[src/flash_cmd_pkg.sv]
// Constants and types shared by the flash command decoder and its bus sampler
package flash_cmd_pkg;
  localparam int ADDR_W = 22;
  localparam int DATA_W = 16;
  // Command bytes and unlock addresses
  localparam logic [7:0] CMD_UNLOCK1 = 8'haa;
  localparam logic [7:0] CMD_UNLOCK2 = 8'h55;
  localparam logic [7:0] CMD_CONFIG = 8'hc0;
  localparam logic [7:0] CMD_RESET = 8'hf0;
  localparam logic [7:0] CMD_SUSPEND = 8'hb0;
  localparam logic [7:0] CMD_RESUME = 8'h30;
  localparam logic [7:0] CMD_AUTOSEL = 8'h90;
  localparam logic [11:0] UNLOCK_ADDR1 = 12'h555;
  localparam logic [11:0] UNLOCK_ADDR2 = 12'h2aa;
  // Configuration field positions in the third cycle address
  localparam int WS_LSB = 12;
  localparam int WS_MSB = 14;
  localparam int BT_LSB = 15;
  localparam int BT_MSB = 16;
  // Values after reset, and the latency offset added to the wait-state code
  localparam logic [2:0] WS_RESET = 3'h5;
  localparam logic [1:0] BT_RESET = 2'h0;
  localparam logic [3:0] LAT_OFFSET = 4'h2;
  // Sector map
  localparam logic [21:0] UPPER_BANK_BASE = 22'h300000;
  localparam logic [6:0] BOOT_TOP_LOW = 7'h5f;
  localparam logic [6:0] BOOT_TOP_HIGH = 7'h7f;
  // Burst wrap grouping
  localparam logic [5:0] WRAP8_MASK = 6'h07;
  localparam logic [5:0] WRAP16_MASK = 6'h0f;
  localparam logic [5:0] WRAP32_MASK = 6'h1f;
  // Handshaking code reported by autoselect
  localparam logic [15:0] HANDSHAKE_CODE = 16'h0043;
  localparam logic [5:0] AUTOSEL_HS_OFS = 6'h03;
  // Interrupt status bits
  localparam int EV_CFG = 0;
  localparam int EV_ABORT = 1;
  localparam int EV_DONE = 2;
  localparam int EV_W = 3;

  typedef enum logic [5:0] {
    ST_READ    = 6'b000001,
    ST_UNLK1   = 6'b000010,
    ST_UNLK2   = 6'b000100,
    ST_BUSY    = 6'b001000,
    ST_AUTOSEL = 6'b010000,
    ST_TIMEOUT = 6'b100000
  } cmd_state_t;
endpackage

[src/bus_cap_if.sv]
// Interface carrying captured bus cycles from the sampler to the decoder
`timescale 1ns/1ps
interface bus_cap_if;
  logic addr_stb;
  logic [flash_cmd_pkg::ADDR_W-1:0] addr;
  logic data_stb;
  logic [flash_cmd_pkg::DATA_W-1:0] data;
  logic clk_rise;
  modport src (output addr_stb, addr, data_stb, data, clk_rise);
  modport dst (input addr_stb, addr, data_stb, data, clk_rise);
endinterface

[src/bus_sampler.sv]
// Synchronises the flash bus pins and captures address and write data on strobe edges
`timescale 1ns/1ps
module bus_sampler (
  input wire logic clk_sys,
  input wire logic arst_n,
  input wire logic address_valid_strobe_n,
  input wire logic write_strobe_n,
  input wire logic burst_clk,
  input wire logic [flash_cmd_pkg::ADDR_W-1:0] addr_pin,
  input wire logic [flash_cmd_pkg::DATA_W-1:0] dq_in,
  bus_cap_if.src cap
);
  logic [1:0] avd_s_q, we_s_q, clk_s_q;
  logic avd_d_q, we_d_q, clk_d_q;
  logic [flash_cmd_pkg::ADDR_W-1:0] addr_s1_q, addr_s2_q;
  logic [flash_cmd_pkg::DATA_W-1:0] dq_s1_q, dq_s2_q;

  // Two-stage synchronisers; only the second stage is read
  always_ff @(posedge clk_sys or negedge arst_n) begin
    if (!arst_n) begin
      avd_s_q <= 2'h3;
      we_s_q <= 2'h3;
      clk_s_q <= 2'h0;
      addr_s1_q <= '0;
      addr_s2_q <= '0;
      dq_s1_q <= '0;
      dq_s2_q <= '0;
      avd_d_q <= 1'b1;
      we_d_q <= 1'b1;
      clk_d_q <= 1'b0;
    end else begin
      avd_s_q <= {avd_s_q[0], address_valid_strobe_n};
      we_s_q <= {we_s_q[0], write_strobe_n};
      clk_s_q <= {clk_s_q[0], burst_clk};
      addr_s1_q <= addr_pin;
      addr_s2_q <= addr_s1_q;
      dq_s1_q <= dq_in;
      dq_s2_q <= dq_s1_q;
      avd_d_q <= avd_s_q[1];
      we_d_q <= we_s_q[1];
      clk_d_q <= clk_s_q[1];
    end
  end

  // Rising edges of the strobes latch address and data; bus is assumed held
  always_comb begin
    cap.addr_stb = avd_s_q[1] & ~avd_d_q;
    cap.data_stb = we_s_q[1] & ~we_d_q;
    cap.addr = addr_s2_q;
    cap.data = dq_s2_q;
    cap.clk_rise = clk_s_q[1] & ~clk_d_q;
  end
endmodule

[src/flash_read_mode_burst_config.sv]
// Command decoder, read-mode control and burst configuration of the flash
// Functional notes
// - Wrong address, data or order in a command sequence returns to array read; the code takes 90h into autoselect at any third-cycle address.
// - Address taken at address strobe rise, data at write strobe rise.
// - Power-up leaves the device in array read with no command needed.
// - A bank finishing program or erase returns itself to array read.
// - Erase suspend gives suspend-read; suspended sector reads are blocked.
// - Timeout flag or autoselect holds the bank until reset command.
// - Configuration is two unlock writes then C0h, setting in the address.
// - Setting decoded from address 16..12; address 19..17 ignored.
// - Wait-state code 0..5 gives initial latency code plus two clocks.
// - Address 16..15 selects continuous, 8, 16 or 32 word wrap burst.
// - Power-up default is seven cycles of initial latency.
// - Hardware reset restores the default wait-state setting.
// - Typical latency grows by one for odd start, two at boundary.
// - Wrapped bursts stay inside their group, never crossing 64 words.
// - Autoselect reports whether handshaking is enabled.
// - 32K sectors except eight 8K boot sectors; upper bank at 300000h.
`timescale 1ns/1ps
module flash_read_mode_burst_config (
  input wire logic clk_sys,
  input wire logic arst_n,
  input wire logic address_valid_strobe_n,
  input wire logic write_strobe_n,
  input wire logic burst_clk,
  input wire logic [flash_cmd_pkg::ADDR_W-1:0] addr_pin,
  input wire logic [flash_cmd_pkg::DATA_W-1:0] dq_in,
  input wire logic op_start,
  input wire logic op_done,
  input wire logic timeout_flag_bit,
  input wire logic [3:0] reg_addr,
  input wire logic [15:0] reg_wdata,
  input wire logic reg_wr,
  input wire logic reg_rd,
  output logic [15:0] reg_rdata,
  output logic irq,
  output logic [3:0] latency_q,
  output logic [1:0] burst_type_q,
  output logic [flash_cmd_pkg::ADDR_W-1:0] burst_addr_q,
  output logic [7:0] sector_q,
  output logic upper_bank_q,
  output logic read_blocked_q,
  output logic suspend_read_q,
  output logic [15:0] autosel_data_q,
  output logic [3:0] ready_cycles_q
);
  localparam logic [3:0] RA_STATUS = 4'h0;
  localparam logic [3:0] RA_MASK = 4'h1;
  localparam logic [3:0] RA_CONFIG = 4'h2;
  localparam logic [3:0] RA_STATE = 4'h3;

  bus_cap_if cap ();

  bus_sampler u_sampler (
    .clk_sys(clk_sys),
    .arst_n(arst_n),
    .address_valid_strobe_n(address_valid_strobe_n),
    .write_strobe_n(write_strobe_n),
    .burst_clk(burst_clk),
    .addr_pin(addr_pin),
    .dq_in(dq_in),
    .cap(cap)
  );

  flash_cmd_pkg::cmd_state_t state_q;
  logic [flash_cmd_pkg::ADDR_W-1:0] addr_lat_q;
  logic [2:0] ws_q;
  logic suspended_q;
  logic [7:0] susp_sector_q;
  logic [flash_cmd_pkg::EV_W-1:0] status_q, mask_q, ev;
  logic [1:0] op_s_q, done_s_q, to_s_q;
  logic done_d_q, start_d_q;
  logic op_start_p, op_done_p, timeout_lvl;
  logic [7:0] cmd;
  logic [11:0] low_addr;
  logic cfg_hit, abort_hit;
  logic [7:0] sect_of_lat;
  logic [5:0] wrap_mask;

  // Event inputs from the embedded engine come from another domain
  always_ff @(posedge clk_sys or negedge arst_n) begin
    if (!arst_n) begin
      op_s_q <= 2'h0;
      done_s_q <= 2'h0;
      to_s_q <= 2'h0;
      done_d_q <= 1'b0;
      start_d_q <= 1'b0;
    end else begin
      op_s_q <= {op_s_q[0], op_start};
      done_s_q <= {done_s_q[0], op_done};
      to_s_q <= {to_s_q[0], timeout_flag_bit};
      done_d_q <= done_s_q[1];
      start_d_q <= op_s_q[1];
    end
  end

  assign op_start_p = op_s_q[1] & ~start_d_q;
  assign op_done_p = done_s_q[1] & ~done_d_q;
  assign timeout_lvl = to_s_q[1];
  assign cmd = cap.data[7:0];
  assign low_addr = addr_lat_q[11:0];

  // Latest address latched on each address strobe rise
  always_ff @(posedge clk_sys or negedge arst_n) begin
    if (!arst_n) begin
      addr_lat_q <= '0;
    end else if (cap.addr_stb) begin
      addr_lat_q <= cap.addr;
    end
  end

  // Sector index for a word address; boot regions split into 8K sectors
  function automatic logic [7:0] sector_of(input logic [21:0] a);
    logic [6:0] blk;
    logic [7:0] res;
    blk = a[21:15];
    res = {1'b0, blk};
    if (blk > flash_cmd_pkg::BOOT_TOP_LOW) begin
      res = {1'b0, blk} + 8'h03;
    end
    if (blk == flash_cmd_pkg::BOOT_TOP_LOW) begin
      res = {1'b0, blk} + {6'h00, a[14:13]};
    end
    if (blk == flash_cmd_pkg::BOOT_TOP_HIGH) begin
      res = {1'b0, blk} + 8'h03 + {6'h00, a[14:13]};
    end
    return res;
  endfunction

  assign sect_of_lat = sector_of(addr_lat_q);
  assign cfg_hit = (state_q == flash_cmd_pkg::ST_UNLK2) && cap.data_stb
    && (cmd == flash_cmd_pkg::CMD_CONFIG) && (low_addr == flash_cmd_pkg::UNLOCK_ADDR1);
  assign abort_hit = cap.data_stb && ((state_q == flash_cmd_pkg::ST_UNLK1)
    || (state_q == flash_cmd_pkg::ST_UNLK2)) && !cfg_hit
    && !((state_q == flash_cmd_pkg::ST_UNLK1) && (cmd == flash_cmd_pkg::CMD_UNLOCK2)
    && (low_addr == flash_cmd_pkg::UNLOCK_ADDR2))
    && !((state_q == flash_cmd_pkg::ST_UNLK2) && (cmd == flash_cmd_pkg::CMD_AUTOSEL));

  // Command sequence state machine; reset leaves array read
  always_ff @(posedge clk_sys or negedge arst_n) begin
    if (!arst_n) begin
      state_q <= flash_cmd_pkg::ST_READ;
    end else begin
      unique case (state_q)
        flash_cmd_pkg::ST_READ: begin
          if (op_start_p) begin
            state_q <= flash_cmd_pkg::ST_BUSY;
          end else if (cap.data_stb && cmd == flash_cmd_pkg::CMD_UNLOCK1
              && low_addr == flash_cmd_pkg::UNLOCK_ADDR1) begin
            state_q <= flash_cmd_pkg::ST_UNLK1;
          end
        end
        flash_cmd_pkg::ST_UNLK1: begin
          if (cap.data_stb) begin
            if (cmd == flash_cmd_pkg::CMD_UNLOCK2 && low_addr == flash_cmd_pkg::UNLOCK_ADDR2) begin
              state_q <= flash_cmd_pkg::ST_UNLK2;
            end else begin
              state_q <= flash_cmd_pkg::ST_READ;
            end
          end
        end
        flash_cmd_pkg::ST_UNLK2: begin
          if (cap.data_stb) begin
            if (cmd == flash_cmd_pkg::CMD_AUTOSEL) begin
              state_q <= flash_cmd_pkg::ST_AUTOSEL;
            end else begin
              state_q <= flash_cmd_pkg::ST_READ;
            end
          end
        end
        flash_cmd_pkg::ST_BUSY: begin
          if (timeout_lvl) begin
            state_q <= flash_cmd_pkg::ST_TIMEOUT;
          end else if (op_done_p) begin
            state_q <= flash_cmd_pkg::ST_READ;
          end
        end
        flash_cmd_pkg::ST_AUTOSEL, flash_cmd_pkg::ST_TIMEOUT: begin
          // Only the reset command leaves; other writes are ignored
          if (cap.data_stb && cmd == flash_cmd_pkg::CMD_RESET) begin
            state_q <= flash_cmd_pkg::ST_READ;
          end
        end
        default: state_q <= flash_cmd_pkg::ST_READ;
      endcase
    end
  end

  // Erase suspend tracking; suspended sector is remembered across programs
  always_ff @(posedge clk_sys or negedge arst_n) begin
    if (!arst_n) begin
      suspended_q <= 1'b0;
      susp_sector_q <= 8'h00;
    end else if (cap.data_stb && state_q == flash_cmd_pkg::ST_READ) begin
      if (cmd == flash_cmd_pkg::CMD_SUSPEND) begin
        suspended_q <= 1'b1;
        susp_sector_q <= sect_of_lat;
      end else if (cmd == flash_cmd_pkg::CMD_RESUME && suspended_q) begin
        suspended_q <= 1'b0;
      end
    end
  end

  // Configuration write updates latency and burst type
  always_ff @(posedge clk_sys or negedge arst_n) begin
    if (!arst_n) begin
      ws_q <= flash_cmd_pkg::WS_RESET;
      burst_type_q <= flash_cmd_pkg::BT_RESET;
    end else if (cfg_hit) begin
      // Address 19..17 unused; code 6 or 7 kept as is, an illegal setting
      ws_q <= addr_lat_q[flash_cmd_pkg::WS_MSB:flash_cmd_pkg::WS_LSB];
      burst_type_q <= addr_lat_q[flash_cmd_pkg::BT_MSB:flash_cmd_pkg::BT_LSB];
    end
  end

  // Latency is code plus two
  always_ff @(posedge clk_sys or negedge arst_n) begin
    if (!arst_n) begin
      latency_q <= 4'h7;
    end else begin
      latency_q <= {1'b0, ws_q} + flash_cmd_pkg::LAT_OFFSET;
    end
  end

  // Wrap group for the selected burst type
  always_comb begin
    unique case (burst_type_q)
      2'h1: wrap_mask = flash_cmd_pkg::WRAP8_MASK;
      2'h2: wrap_mask = flash_cmd_pkg::WRAP16_MASK;
      2'h3: wrap_mask = flash_cmd_pkg::WRAP32_MASK;
      default: wrap_mask = 6'h3f;
    endcase
  end

  // Burst pointer loads on address strobe and steps on each burst clock rise
  always_ff @(posedge clk_sys or negedge arst_n) begin
    if (!arst_n) begin
      burst_addr_q <= '0;
    end else if (cap.addr_stb) begin
      burst_addr_q <= cap.addr;
    end else if (cap.clk_rise) begin
      if (burst_type_q == 2'h0) begin
        burst_addr_q <= burst_addr_q + 22'h000001;
      end else begin
        // Only low bits inside the group advance, so no 64-word crossing
        burst_addr_q[5:0] <= (burst_addr_q[5:0] & ~wrap_mask)
          | ((burst_addr_q[5:0] + 6'h01) & wrap_mask);
      end
    end
  end

  // Typical first-data count: odd start adds one, boundary crossing two
  always_ff @(posedge clk_sys or negedge arst_n) begin
    if (!arst_n) begin
      ready_cycles_q <= 4'h0;
    end else if (cap.addr_stb) begin
      ready_cycles_q <= latency_q + {3'h0, cap.addr[0]}
        + ((burst_type_q == 2'h0 && cap.addr[5:0] >= 6'h3e) ? 4'h2 : 4'h0);
    end
  end

  // Sector decode, bank and read blocking outputs
  always_ff @(posedge clk_sys or negedge arst_n) begin
    if (!arst_n) begin
      sector_q <= 8'h00;
      upper_bank_q <= 1'b0;
      read_blocked_q <= 1'b0;
      suspend_read_q <= 1'b0;
    end else begin
      sector_q <= sect_of_lat;
      upper_bank_q <= addr_lat_q >= flash_cmd_pkg::UPPER_BANK_BASE;
      read_blocked_q <= suspended_q && (sect_of_lat == susp_sector_q);
      suspend_read_q <= suspended_q && state_q == flash_cmd_pkg::ST_READ;
    end
  end

  // Autoselect read data: handshaking enabled code at its offset
  always_ff @(posedge clk_sys or negedge arst_n) begin
    if (!arst_n) begin
      autosel_data_q <= 16'h0000;
    end else if (state_q == flash_cmd_pkg::ST_AUTOSEL
        && addr_lat_q[5:0] == flash_cmd_pkg::AUTOSEL_HS_OFS) begin
      autosel_data_q <= flash_cmd_pkg::HANDSHAKE_CODE;
    end else begin
      autosel_data_q <= 16'h0000;
    end
  end

  // Sticky events; a set in the clearing cycle wins
  always_comb begin
    ev = '0;
    ev[flash_cmd_pkg::EV_CFG] = cfg_hit;
    ev[flash_cmd_pkg::EV_ABORT] = abort_hit;
    ev[flash_cmd_pkg::EV_DONE] = op_done_p && state_q == flash_cmd_pkg::ST_BUSY;
  end

  always_ff @(posedge clk_sys or negedge arst_n) begin
    if (!arst_n) begin
      status_q <= '0;
      mask_q <= '0;
    end else begin
      if (reg_wr && reg_addr == RA_STATUS) begin
        status_q <= (status_q & ~reg_wdata[flash_cmd_pkg::EV_W-1:0]) | ev;
      end else begin
        status_q <= status_q | ev;
      end
      if (reg_wr && reg_addr == RA_MASK) begin
        mask_q <= reg_wdata[flash_cmd_pkg::EV_W-1:0];
      end
    end
  end

  always_ff @(posedge clk_sys or negedge arst_n) begin
    if (!arst_n) begin
      irq <= 1'b0;
    end else begin
      irq <= |(status_q & mask_q);
    end
  end

  // Register read port, data one cycle after the strobe
  always_ff @(posedge clk_sys or negedge arst_n) begin
    if (!arst_n) begin
      reg_rdata <= 16'h0000;
    end else if (reg_rd) begin
      unique case (reg_addr)
        RA_STATUS: reg_rdata <= {13'h0000, status_q};
        RA_MASK: reg_rdata <= {13'h0000, mask_q};
        RA_CONFIG: reg_rdata <= {7'h00, burst_type_q, ws_q, latency_q};
        RA_STATE: reg_rdata <= {9'h000, suspended_q, state_q};
        default: reg_rdata <= 16'h0000;
      endcase
    end else begin
      reg_rdata <= 16'h0000;
    end
  end
endmodule

[config.mk]
export PLATFORM = sky130hd
export DESIGN_NAME = flash_read_mode_burst_config
export DESIGN_NICKNAME = d
export VERILOG_FILES = /design/src/flash_cmd_pkg.sv /design/src/bus_cap_if.sv /design/src/bus_sampler.sv /design/src/flash_read_mode_burst_config.sv
export SDC_FILE = /design/constraint.sdc
export NUM_CORES = 1
export LEC_CHECK = 0
export ABC_AREA = 1
export BUFFER_PORTS_ARGS = -buffer_cell sky130_fd_sc_hd__buf_2
export CAP_MARGIN = 20
export CORE_MARGIN = 2
export CORE_UTILIZATION = 40
export CTS_BUF_LIST = sky130_fd_sc_hd__clkbuf_4
export DETAILED_ROUTE_END_ITERATION = 7
export GPL_ROUTABILITY_DRIVEN = 0
export PLACE_DENSITY = 0.73
export SLEW_MARGIN = 5
export SYNTH_ARGS = -nofsm -noshare
export SYNTH_HDL_FRONTEND = slang
export SYNTH_SLANG_ARGS = --single-unit
[constraint.sdc]
create_clock -name clk_sys -period 6.7 [get_ports clk_sys]
set_clock_uncertainty 0.2 [all_clocks]
set_input_delay 2.01 -clock clk_sys [delete_from_list [all_inputs] [get_ports clk_sys]]
set_output_delay 2.01 -clock clk_sys [all_outputs]
set_load 0.005 [all_outputs]
# After elaboration in Yosys (flattened, before gate mapping)
# Cells that the tools add are included.
[op_classes]
n_eq_ne = 30
muxes = 25
reduce_logical = 38
n_lt_le_gt_ge = 3
n_addsub = 8
bitwise_logic = 19
[ops]
columns = ["op", "n"]
rows = [
  ["$mux W6", 8],
  ["$mux W22", 2],
  ["$eq A8 B8 Y1 const B", 5],
  ["$pmux W9 S4", 1],
  ["$mux W16", 2],
  ["$pmux W6 S5", 1],
  ["$mux W8", 3],
  ["$logic_and A1 B1 Y1", 23],
  ["$add A22 B1 Y22 const B", 1],
  ["$ge A22 B22 Y1 const B", 1],
  ["$pmux W6 S3", 1],
  ["$eq A7 B7 Y1 const B", 2],
  ["$and A6 B6 Y6", 2],
  ["$eq A12 B10 Y1 const B", 1],
  ["$eq A12 B11 Y1 const B", 1],
  ["$eq A6 B2 Y1 const B", 2],
  ["$add A7 B2 Y8", 1],
  ["$add A7 B2 Y8 const B", 1],
  ["$add A8 B2 Y8", 1],
  ["$eq A4 B2 Y1 const B", 2],
  ["$eq A8 B6 Y1 const B", 1],
  ["$eq A8 B7 Y1 const B", 1],
  ["$eq A8 B8 Y1", 1],
  ["$gt A7 B7 Y1 const B", 1],
  ["36 further kinds", 58],
]
[word_totals]
ff_bits = 190
out_inout_bits = 76
input_bits = 68

# Longest topological paths before layout
# Gate-level depths: netlist (run 1).
[depth]
ltp_word = 11
depth_mapped = 17
mapped_depth_nobuf = 17

# Hierarchy
# From an unflattened synthesis (run 1), not the netlist that was laid out.
[unflattened]
cells_unflattened = 831
hier_area_um2 = 8145.3
[modules_own_cells]
columns = ["mod", "area_each_um2", "n_inst", "cells_per_inst"]
rows = [
  ["flash_read_mode_burst_config", 5980.7, 1, 740],
  ["bus_sampler", 2164.6, 1, 91],
]

# Worst setup path after synthesis (run 1)
# No wires, ideal clock.
[synth_path]
kind = "input port to flip-flop"
from = "input reg_addr[3]"
to = "register reg_rdata[2]"
cell_stages = 7
arrival_ns = 2.991
required_time_ns = 6.427
setup_time_ns = 0.073
path_slack_ns = 3.435
cell_sequence = "nor2_1 -> inv_1 -> nor3_1 -> inv_1 -> o21ai_0 -> a221oi_1 -> nor2_1"
[synth_between]
elab_chain_len = 3
word_cells_on_any_way = 6
classes_between = "eq/ne: 3; mux: 2; reduce/logical: 1"
[synth_rtl]
columns = ["item", "line_no", "source"]
rows = [
  ["start: declaration", "flash_read_mode_burst_config.sv:31", "input wire logic [3:0] reg_addr,"],
  ["$eq A4 B2 Y1, or another cell as far along", "flash_read_mode_burst_config.sv:326", "unique case (reg_addr)"],
  ["$pmux W9 S4 (*)", "flash_read_mode_burst_config.sv:326", ""],
  ["$mux W16 (*)", "flash_read_mode_burst_config.sv:325", "end else if (reg_rd) begin"],
  ["end signal: assignment", "flash_read_mode_burst_config.sv:327", "RA_STATUS: reg_rdata <= {13'h0000, status_q};"],
  ["end signal: assignment", "flash_read_mode_burst_config.sv:328", "RA_MASK: reg_rdata <= {13'h0000, mask_q};"],
  ["end signal: assignment", "flash_read_mode_burst_config.sv:329", "RA_CONFIG: reg_rdata <= {7'h00, burst_type_q, ws_q, latency_q};"],
  ["end: declaration", "flash_read_mode_burst_config.sv:35", "output logic [15:0] reg_rdata,"],
]
# Mark *: on every way between the ends. The rest lies on a longest branch, timed or not.
# A chain may end at the register's enable or synchronous reset.

# Worst setup path in the final report (run 1)
[layout_path]
from = "register latency_q[0]"
to = "output latency_q[0]"
[layout_lines]
columns = ["item", "line_no", "source"]
rows = [
  ["start: declaration", "flash_read_mode_burst_config.sv:37", "output logic [3:0] latency_q,"],
  ["start signal: assignment", "flash_read_mode_burst_config.sv:221", "latency_q <= {1'b0, ws_q} + flash_cmd_pkg::LAT_OFFSET;"],
]
# No word-level cell between the ends.

==> out/qor.txt, run 1 <==
final core occ = 46.0%
Worst-path clk slew = 0.16 ns
Post-CTS Setup Bufs = 0
core area = 0.0187 mm^2
Hold-fix buffers, CTS = 0
Yosys top cell area share = 54.0%
Rel. slew slack = 41.0%
Final Net Count = 1012
hold slack = 0.163 ns
Worst setup EP type = output port
Mapped Cells = 818
ANT nets after route = 0
Storage cell area = 0.00444 mm^2
Worst EP arrival = 1.32 ns
worst-skew pair later-pin latency = 0.58 ns
first-pass GRT wire length = 27200 um
clk root buf = clkbuf_4
crit path buf inv count = 1
area of the multi-input gates = 0.00265 mm^2
status = finished, final reports clean
Max FO, Critical Path = 3
area of the die = 0.0202 mm^2
maximum vdd drop = 0.000206 V
Clock Tree Buf Depth = 2
TNS Setup = 0 ns
TritonCTS buffer count = 17
reg2reg path depth = 11
CTS sink count = 177
finished layout cell area = 0.00860 mm^2
FF-to-FF End = burst_addr_q[7]$_DFFE_PN0P_
asr flop ratio synth = 100%
Hold Path Sink = u_sampler.cap.data[1]$_DFF_PN0_
gr usage total = 17.2%
EDFF count, synth = 0
final worst path period need = 3.53 ns
Vias = 5721
Initial DRT Pass Iterations = 5
fraction of layout cells with a size suffix above 1 = 19.4%
CP max-delay cell = dfstp_2
Max Slew Vio Count = 0
number of cells upsized or downsized after cts = 0
CTS tree = done
Die W = 142 um
CP required = 4.49 ns
unrepaired setup endpoints after global routing = no
# rows = 50
area leader, netlist = dfrtp_1
FF-to-FF setup slack = 3.67 ns
WL per Instance = 14.0 um
critical path cell sequence = buf_2
Hold Crit Class = reg2reg
startpoint types = flop
hold path depth = 0
filler cell count = 1770
drt total wl = 16400 um
Yosys warning total = 0
Ports = 144
Starting Density = 40.9%
post-synthesis sequential area ratio = 58.1%
total power = 2240 uW
dpl hpwl = 12200 um
crit path from = latency_q[0]$_DFF_PN1_
ranking of synthesized cells by area = dfrtp_1 54%, nand2_1 8.8%, inv_1 4.8%, dfstp_2 4.1%, o21ai_0 3.3%
largest net degree at the start of global routing = 101
residual DRC count = 0
area of the mapped netlist = 0.00765 mm^2
Fmax = 283 MHz
count leader, synth = nand2_1
Leakage = 0.00429 uW
Starting DRT DRC Count = 381
Crit Path Class = reg2out
Final Cycle Share = 52.7%
worst hold start = u_sampler.dq_s1_q[1]$_DFF_PN0_
P&R area growth vs syn = 12.4%
Final setup viols = 0
CP delay by family, top = flip-flops
Worst Tran Pin Value = 0.885 ns
top cells by count, synth = 179 x nand2_1, 165 x dfrtp_1, 97 x inv_1
via density per instance = 4.86
GRT Residual Overflow = 0
Synth cell types = 50
Max-cap violations = 0
Die Y = 142 um
H-tree depth = 4
CP max stage delay = 0.61 ns
vias in the first global route = 5515
syn avg cell area = 9.35 um^2
antenna violations before repair = 1
synthesized flop and latch total = 177
I/O Buffers = 102
endpoints failing hold = 0
PD cells = 260 mW/mm^2
Area after DPL = 0.00833 mm^2
Primary FF master, synth = dfrtp_1
Reg2Reg Launch Point = u_sampler.avd_s_q[1]$_DFF_PN1_
-- placed cells by master (no fill, tap or decap), drive strengths merged, types with 2 or more instances in the layout --
master,Yosys,layout
o22ai,2,2
a22o,2,2
dfstp,12,12
clkinvlp,0,4
a31oi,13,13
xor2,7,7
a21oi,24,24
clkinv,4,10
fa,3,3
o21ai,55,55
diode,0,2
nand2,190,190
o31ai,2,2
nor2,75,75
buf,26,105
nor4,7,7
conb,1,20
or2,2,2
dfrtp,165,165
o211ai,4,4
inv,104,108
ha,13,13
nand3b,4,4
clkbuf,7,17
a221oi,3,3
nand4,18,18
nand3,47,47
xnor2,4,4
nor3,16,16
-- per-stage QoR --
step                instances  setup slack (ns)
finish                   1177              3.17
global route             1177              3.12
CTS                      1175              3.13
detailed placement       1143              2.94
global placement         1143              3.06
floorplan                 837              3.44
-- state kept, by name, summed over array words and instances, names as in the netlist, 3 cells and up, named ones only --
register and flops:
susp_sector_q 8, ready_cycles_q 4, state_q 6, sector_q 8, status_q 3, latency_q 4, addr_lat_q 22, mask_q 3
burst_addr_q 19, u_sampler.cap.data 8, reg_rdata 9, ws_q 3, u_sampler.cap.addr 22, u_sampler.addr_s1_q 22, u_sampler.dq_s1_q 8
-- per-layer routing --
| metal | track usage (%) | wire length [um] | vias to the layer above |
|---|---|---|---|
| li1 | - | - | 2832 |
| met1 | 23.3 | 7650 | 2699 |
| met2 | 26.8 | 7560 | 168 |
| met3 | 4.61 | 925 | 22 |
| met4 | 5.63 | 295 | 0 |
| met5 | 0 | 0 | - |
-- cells by family after synthesis --
group,Yosys count,share of synthesized area [%]
and+or+nand+nor,361,21.2
AOI/OAI and AO/OA,110,8.20
xor gates and xnor gates,11,1.26
DFF,177,58.1
other,1,0.0490
adders and majority gates,16,2.91
buffers and inverters,141,8.17
muxes,1,0.131
-- power breakdown --
part	leakage [uW]	internal (uW)	switching, uW
registers	0.00214	1170	92.3
logic	0.00201	152	258
clock network	0.000133	186	376
total	0.00429	1510	726
-- area by class of cell --
type                            instances  area share (%)
Antenna cell                            2          0.0582
Clock buffer                           17            1.48
Clock inverter                         15            1.53
Inverter                              108            4.73
Multi-Input combinational cell        519            30.8
Sequential cell                       177            51.7
Tap cell                              234            3.41
Timing Repair Buffer                  105            6.27
-- worst max-delay path by stage --
stage          slack, ns  depth (start not counted)                      to
3_3_place_gp        3.06                          8  reg_rdata[2]$_DFF_PN0_
3_5_place_dp        2.94                          8  reg_rdata[1]$_DFF_PN0_
4_1_cts             3.13                          1            latency_q[0]
6_report            3.17                          1            latency_q[0]
5_1_grt             3.12                          1            latency_q[0]
2_1_floorplan       3.44                          7  reg_rdata[2]$_DFF_PN0_
Note: power is estimated with default switching activity, not from simulation.
==> run 2, diff against run 1 <==
clock period = 3.4 ns   (was 6.7 ns; I/O delays follow)
==> run 2 against run 1 <==
Compared with the run above:
- critical path depth grew 11
- combinational power is 98% higher
- core utilization is 0.45 points higher
- design area rose by 0.98%
- routed wire length about the same
- global-route usage up 0.092 points
- power rose by 100%
- clock-buffer cell count did not move
- largest cell class unchanged
==> out/qor.txt, run 2 (same netlist as run 1, synthesis figures left out) <==
status = finished, final reports clean (unchanged)
largest net degree at the start of global routing = 62 (was 101)
Worst-path clk slew = 0.14 ns (was 0.16 ns)
Reg2Reg Launch Point = addr_lat_q[16]$_DFFE_PN0P_ (was u_sampler.avd_s_q[1]$_DFF_PN1_)
Die Y = 142 um (unchanged)
TNS Setup = 0 ns (unchanged)
WL per Instance = 13.9 um (was 14.0 um)
antenna violations before repair = 1 (unchanged)
final setup margin = 0.772 ns (was 3.17 ns)
FF-to-FF End = read_blocked_q$_DFF_PN0_ (was burst_addr_q[7]$_DFFE_PN0P_)
Crit Path Class = reg2reg (was reg2out)
filler cell count = 1779 (was 1770)
vias in the first global route = 5507 (was 5515)
residual DRC count = 0 (unchanged)
CTS tree = done (unchanged)
PD cells = 521 mW/mm^2 (was 260 mW/mm^2)
Hold-fix buffers, CTS = 0 (unchanged)
unrepaired setup endpoints after global routing = no (unchanged)
Comb pwr share = 17.9% (was 18.3%)
worst hold start = u_sampler.we_s_q[1]$_DFF_PN1_ (was u_sampler.dq_s1_q[1]$_DFF_PN0_)
critical path cell sequence = inv_1, ha_1, fa_1, nor2_1, nand3_1, nand3_1, nand2_1, nand2_1, nand3_1, nor2_1, nand2_1, nor2_2 (was buf_2)
CP required = 3.71 ns (was 4.49 ns)
H-tree depth = 4 (unchanged)
most frequent cells in the layout = 179 x nand2_1, 165 x dfrtp_1, 101 x buf_2 (unchanged)
via density per instance = 4.84 (was 4.86)
switching share of power = 31.0% (was 32.4%)
crit path buf inv count = 1 (unchanged)
clk root buf = clkbuf_4 (unchanged)
hold path depth = 0 (unchanged)
Leakage = 0.00434 uW (was 0.00429 uW)
area of the die = 0.0202 mm^2 (unchanged)
P&R area growth vs syn = 13.5% (was 12.4%)
reg2reg path depth = 12 (was 11)
final core occ = 46.4% (was 46.0%)
Worst EP arrival = 2.94 ns (was 1.32 ns)
Starting DRT DRC Count = 470 (was 381)
fraction of layout cells with a size suffix above 1 = 19.7% (was 19.4%)
area of the multi-input gates = 0.00265 mm^2 (unchanged)
final worst path period need = 2.63 ns
maximum vdd drop = 0.000427 V (was 0.000206 V)
NetSw = 1400 uW (was 726 uW)
# rows = 50 (unchanged)
dpl cells = 1147 (was 1143)
core area = 0.0187 mm^2 (unchanged)
Max FO, Critical Path = 6 (was 3)
ANT nets after route = 0 (unchanged)
endpoints failing hold = 0 (unchanged)
startpoint types = flop (unchanged)
stages on the worst setup path = 12 (was 1)
number of cells upsized or downsized after cts = 0 (unchanged)
Die W = 142 um (unchanged)
first-pass GRT wire length = 27200 um (about the same)
pre-CTS setup slack = 0.789 ns (was 2.94 ns)
gr usage total = 17.2% (about the same)
CP max stage delay = 0.49 ns (was 0.61 ns)
Fmax = 380 MHz
Ports = 144 (unchanged)
FF-to-FF setup slack = 0.77 ns (was 3.67 ns)
Max-cap violations = 0 (unchanged)
Clock power frac = 26.9% (was 25.1%)
CTS sink count = 177 (unchanged)
Worst Tran Pin Value = 0.687 ns (was 0.885 ns)
Post-CTS Setup Bufs = 0 (unchanged)
Rel. slew slack = 53.9% (was 41.0%)
Final Net Count = 1016 (was 1012)
Internal = 3120 uW (was 1510 uW)
Worst setup EP type = flop (was output port)
Hold Path Sink = u_sampler.we_d_q$_DFF_PN1_ (was u_sampler.cap.data[1]$_DFF_PN0_)
non-filler instance count after layout = 1179 (was 1177)
Starting Density = 40.9% (unchanged)
Max Slew Vio Count = 0 (unchanged)
Clock Tree Buf Depth = 2 (unchanged)
CP max-delay cell = dfrtp_1 (was dfstp_2)
CP delay by family, top = simple AND/OR/NAND/NOR gates (was flip-flops)
Hold Crit Class = reg2reg (unchanged)
sequential share of power = 55.1% (was 56.6%)
drt total wl = 16400 um (about the same)
Storage cell area = 0.00444 mm^2 (unchanged)
Initial DRT Pass Iterations = 5 (unchanged)
I/O Buffers = 102 (unchanged)
Vias = 5705 (was 5721)
Final Cycle Share = 77.3%
dpl hpwl = 12300 um (was 12200 um)
total power = 4520 uW (was 2240 uW)
TritonCTS buffer count = 17 (unchanged)
GRT Residual Overflow = 0 (unchanged)
worst-skew pair later-pin latency = 0.56 ns (was 0.58 ns)
Final setup viols = 0 (unchanged)
most common cell after layout, fill and taps aside = nand2_1 (unchanged)
-- run 2: how the worst max path moves through the flow --
stage | start | to
after floorplan | reg_addr[3] | reg_rdata[2]$_DFF_PN0_
after global placement | addr_lat_q[16]$_DFFE_PN0P_ | read_blocked_q$_DFF_PN0_
after detailed placement | reg_addr[3] | reg_rdata[1]$_DFF_PN0_
after CTS | addr_lat_q[16]$_DFFE_PN0P_ | read_blocked_q$_DFF_PN0_
after global routing | burst_type_q[1]$_DFFE_PN0P_ | ready_cycles_q[2]$_DFFE_PN0P_
final | addr_lat_q[16]$_DFFE_PN0P_ | read_blocked_q$_DFF_PN0_
-- run 2: layout make-up --
type	count	area share, %
Tap cell	234	3.37
Multi-Input combinational cell	519	30.5
Antenna cell	2	0.0577
Inverter	108	4.69
Sequential cell	177	51.2
Clock inverter	13	1.85
Clock buffer	17	1.47
Timing Repair Buffer	109	6.85
-- run 2: worst reg2reg max path: cells and delay by family, from the launching register on --
family                     cells  cell delay (ns)
DFF                            1             0.49
and+or+nand+nor                9             0.92
buffers and inverters          1             0.17
adders and majority gates      2             0.81
-- run 2: per-layer routing --
metal  vias up  GRT usage [%]  routed length, um
met5         -              0                  0
li1       2836              -                  -
met2       167           26.9               7510
met4         0           5.32                209
met1      2690           23.7               7730
met3        12           4.54                961
-- run 2: power by group through the flow --
stage | Sequential [uW] | Clock (uW) | Combinational [uW]
after floorplan | 2490 | 0 | 530
after global placement | 2520 | 0 | 796
after detailed placement | 2530 | 0 | 813
after CTS | 2490 | 1260 | 817
after global routing | 2530 | 1350 | 940
final | 2490 | 1220 | 811
-- run 2: metrics by stage --
stage / area [um^2] / hold slack [ns]
2_1_floorplan: 7720 / 0.131
3_3_place_gp: 8390 / 0.131
3_5_place_dp: 8390 / 0.135
4_1_cts: 8670 / 0.162
5_1_grt: 8680 / 0.170
6_report: 8680 / 0.162
==> run 3, diff against run 2 <==
PLACE_DENSITY = 0.75   (was 0.73)
clock period = 2.4 ns   (was 3.4 ns; I/O delays follow)
==> run 3 against run 2 <==
Compared with the run above:
- global-route usage decreased by 0.19 points
- non-clock buffer count increased by 44
- critical path depth unchanged
- sequential share of layout area decreased by 2.5 points
- register-to-register slack got worse by 0.60 ns
- routed wire length increased by 2.0%
- first-iteration DRC count decreased by 12%
- flip-flop and latch count unchanged
- setup slack got worse by 0.60 ns
- clock-buffer cell count unchanged
==> out/qor.txt, run 3 (same netlist as run 1, synthesis figures left out) <==
via density per instance = 4.85 (was 4.84)
sequential share of power = 54.8% (was 55.1%)
Area after DPL = 0.00848 mm^2 (was 0.00839 mm^2)
Crit Path Class = reg2reg (unchanged)
Vias = 5938 (was 5705)
Final setup viols = 0 (unchanged)
maximum vdd drop = 0.000507 V (was 0.000427 V)
Ports = 144 (unchanged)
Max FO, Critical Path = 3 (was 6)
status = finished, final reports clean (unchanged)
dpl hpwl = 12300 um (about the same)
CP required = 2.73 ns (was 3.71 ns)
Starting Density = 40.9% (unchanged)
Max-cap violations = 0 (unchanged)
finished layout cell area = 0.00913 mm^2 (was 0.00868 mm^2)
CTS tree = done (unchanged)
Leakage = 0.00453 uW (was 0.00434 uW)
most common cell after layout, fill and taps aside = nand2_1 (unchanged)
Final Cycle Share = 93.0% (was 77.3%)
ANT nets after route = 0 (unchanged)
filler cell count = 1686 (was 1779)
antenna violations before repair = 1 (unchanged)
final core occ = 48.8% (was 46.4%)
reg2reg path depth = 12 (unchanged)
largest net degree at the start of global routing = 49 (was 62)
GRT Residual Overflow = 0 (unchanged)
Clock power frac = 26.1% (was 26.9%)
clk root buf = clkbuf_4 (unchanged)
Rel. slew slack = 65.9% (was 53.9%)
gr usage total = 17.1% (was 17.2%)
CP max-delay cell = fa_1 (was dfrtp_1)
FF-to-FF setup slack = 0.17 ns (was 0.77 ns)
I/O Buffers = 102 (unchanged)
PD cells = 705 mW/mm^2 (was 521 mW/mm^2)
final worst path period need = 2.23 ns (was 2.63 ns)
drt total wl = 16700 um (was 16400 um)
Worst setup EP type = flop (unchanged)
Worst EP arrival = 2.56 ns (was 2.94 ns)
Fmax = 448 MHz (was 380 MHz)
CTS sink count = 177 (unchanged)
worst-skew pair later-pin latency = 0.58 ns (was 0.56 ns)
Post-CTS Setup Bufs = 0 (unchanged)
Die W = 142 um (unchanged)
Internal = 4390 uW (was 3120 uW)
most frequent cells in the layout = 179 x nand2_1, 165 x dfrtp_1, 101 x buf_2 (unchanged)
Reg2Reg Launch Point = addr_lat_q[15]$_DFFE_PN0P_ (was addr_lat_q[16]$_DFFE_PN0P_)
critical path cell sequence = inv_2, ha_4, fa_1, nor2_2, nand3_1, nand3_1, nand2_1, nand2_1, nand3_1, nor2_1, nand2_1, nor2_2 (was inv_1, ha_1, fa_1, nor2_1, nand3_1, nand3_1, nand2_1, nand2_1, nand3_1, nor2_1, nand2_1, nor2_2)
Die Y = 142 um (unchanged)
Initial DRT Pass Iterations = 5 (unchanged)
H-tree depth = 4 (unchanged)
startpoint types = flop (unchanged)
Clock Tree Buf Depth = 2 (unchanged)
Comb pwr share = 19.1% (was 17.9%)
Final Net Count = 1060 (was 1016)
CP max stage delay = 0.42 ns (was 0.49 ns)
switching share of power = 31.8% (was 31.0%)
hold path depth = 1 (was 0)
FF-to-FF End = read_blocked_q$_DFF_PN0_ (unchanged)
fraction of layout cells with a size suffix above 1 = 20.9% (was 19.7%)
total power = 6440 uW (was 4520 uW)
residual DRC count = 0 (unchanged)
NetSw = 2050 uW (was 1400 uW)
Worst Tran Pin Value = 0.508 ns (was 0.687 ns)
WL per Instance = 13.7 um (was 13.9 um)
Worst-path clk slew = 0.15 ns (was 0.14 ns)
area of the die = 0.0202 mm^2 (unchanged)
Hold Path Sink = u_sampler.addr_s1_q[3]$_DFF_PN0_ (was u_sampler.we_d_q$_DFF_PN1_)
# rows = 50 (unchanged)
worst hold start = addr_pin[3] (was u_sampler.we_s_q[1]$_DFF_PN1_)
Starting DRT DRC Count = 413 (was 470)
first-pass GRT wire length = 26900 um (was 27200 um)
Max Slew Vio Count = 0 (unchanged)
P&R area growth vs syn = 19.4% (was 13.5%)
Hold Crit Class = in2reg (was reg2reg)
endpoints failing hold = 0 (unchanged)
TritonCTS buffer count = 17 (unchanged)
core area = 0.0187 mm^2 (unchanged)
vias in the first global route = 5543 (was 5507)
run 3: critical path: cells and delay by family (launching register included):
family                   cells  cell delay, ns
AND/OR/NAND/NOR              9            0.86
adder cells (fa/ha/maj)      2            0.64
flip-flops                   1            0.41
buffers and inverters        1            0.09
run 3: final cells by class:
| class | instances | area, um^2 | share of cell area (%) |
|---|---|---|---|
| Tap cell | 234 | 293 | 3.21 |
| Clock buffer | 17 | 128 | 1.40 |
| Antenna cell | 2 | 5.00 | 0.0548 |
| Clock inverter | 15 | 158 | 1.73 |
| Inverter | 108 | 407 | 4.46 |
| Timing Repair Buffer | 153 | 1000 | 11.0 |
| Sequential cell | 177 | 4440 | 48.7 |
| Multi-Input combinational cell | 519 | 2690 | 29.5 |
run 3: metal layers:
layer,GRT usage [%],routed length [um]
met5,0,0
met2,26.5,7700
met3,4.81,1050
met4,5.26,271
met1,23.3,7720
run 3: per-stage QoR:
step	setup TNS (ns)	std cells	hold slack, ns	setup WS (ns)
finish	0	1225	0.0526	0.168
global route	-0.00426	1225	0.00165	-0.00426
CTS	0	1203	0.000379	0.0385
detailed placement	-0.0346	1160	0.135	-0.0346
global placement	0	1160	0.132	0.0644
floorplan	0	837	0.131	0.131
run 3: worst max-delay path by stage:
stage                           startpoint                            end  slack [ns]
2_1_floorplan   addr_lat_q[16]$_DFFE_PN0P_       read_blocked_q$_DFF_PN0_        0.13
3_3_place_gp    addr_lat_q[15]$_DFFE_PN0P_       read_blocked_q$_DFF_PN0_        0.06
3_5_place_dp   burst_type_q[0]$_DFFE_PN0P_  ready_cycles_q[2]$_DFFE_PN0P_       -0.03
4_1_cts        burst_type_q[0]$_DFFE_PN0P_  ready_cycles_q[2]$_DFFE_PN0P_        0.04
5_1_grt         addr_lat_q[15]$_DFFE_PN0P_       read_blocked_q$_DFF_PN0_      -0.004
6_report        addr_lat_q[15]$_DFFE_PN0P_       read_blocked_q$_DFF_PN0_        0.17
run 3: power groups by stage:
stage | clock [uW] | sequential, uW | combinational (uW)
CTS | 1730 | 3520 | 1200
finish | 1680 | 3530 | 1230
global route | 1870 | 3570 | 1410
global placement | 0 | 3570 | 1150
floorplan | 0 | 3530 | 751
detailed placement | 0 | 3580 | 1180
run 3: repair_timing:
action,4_1_cts,5_1_grt
endpoints found under the hold margin,46,20
gates resized for setup,1,8
hold buffers,11,20
pin swaps,0,2
endpoints found under the setup margin,2,4
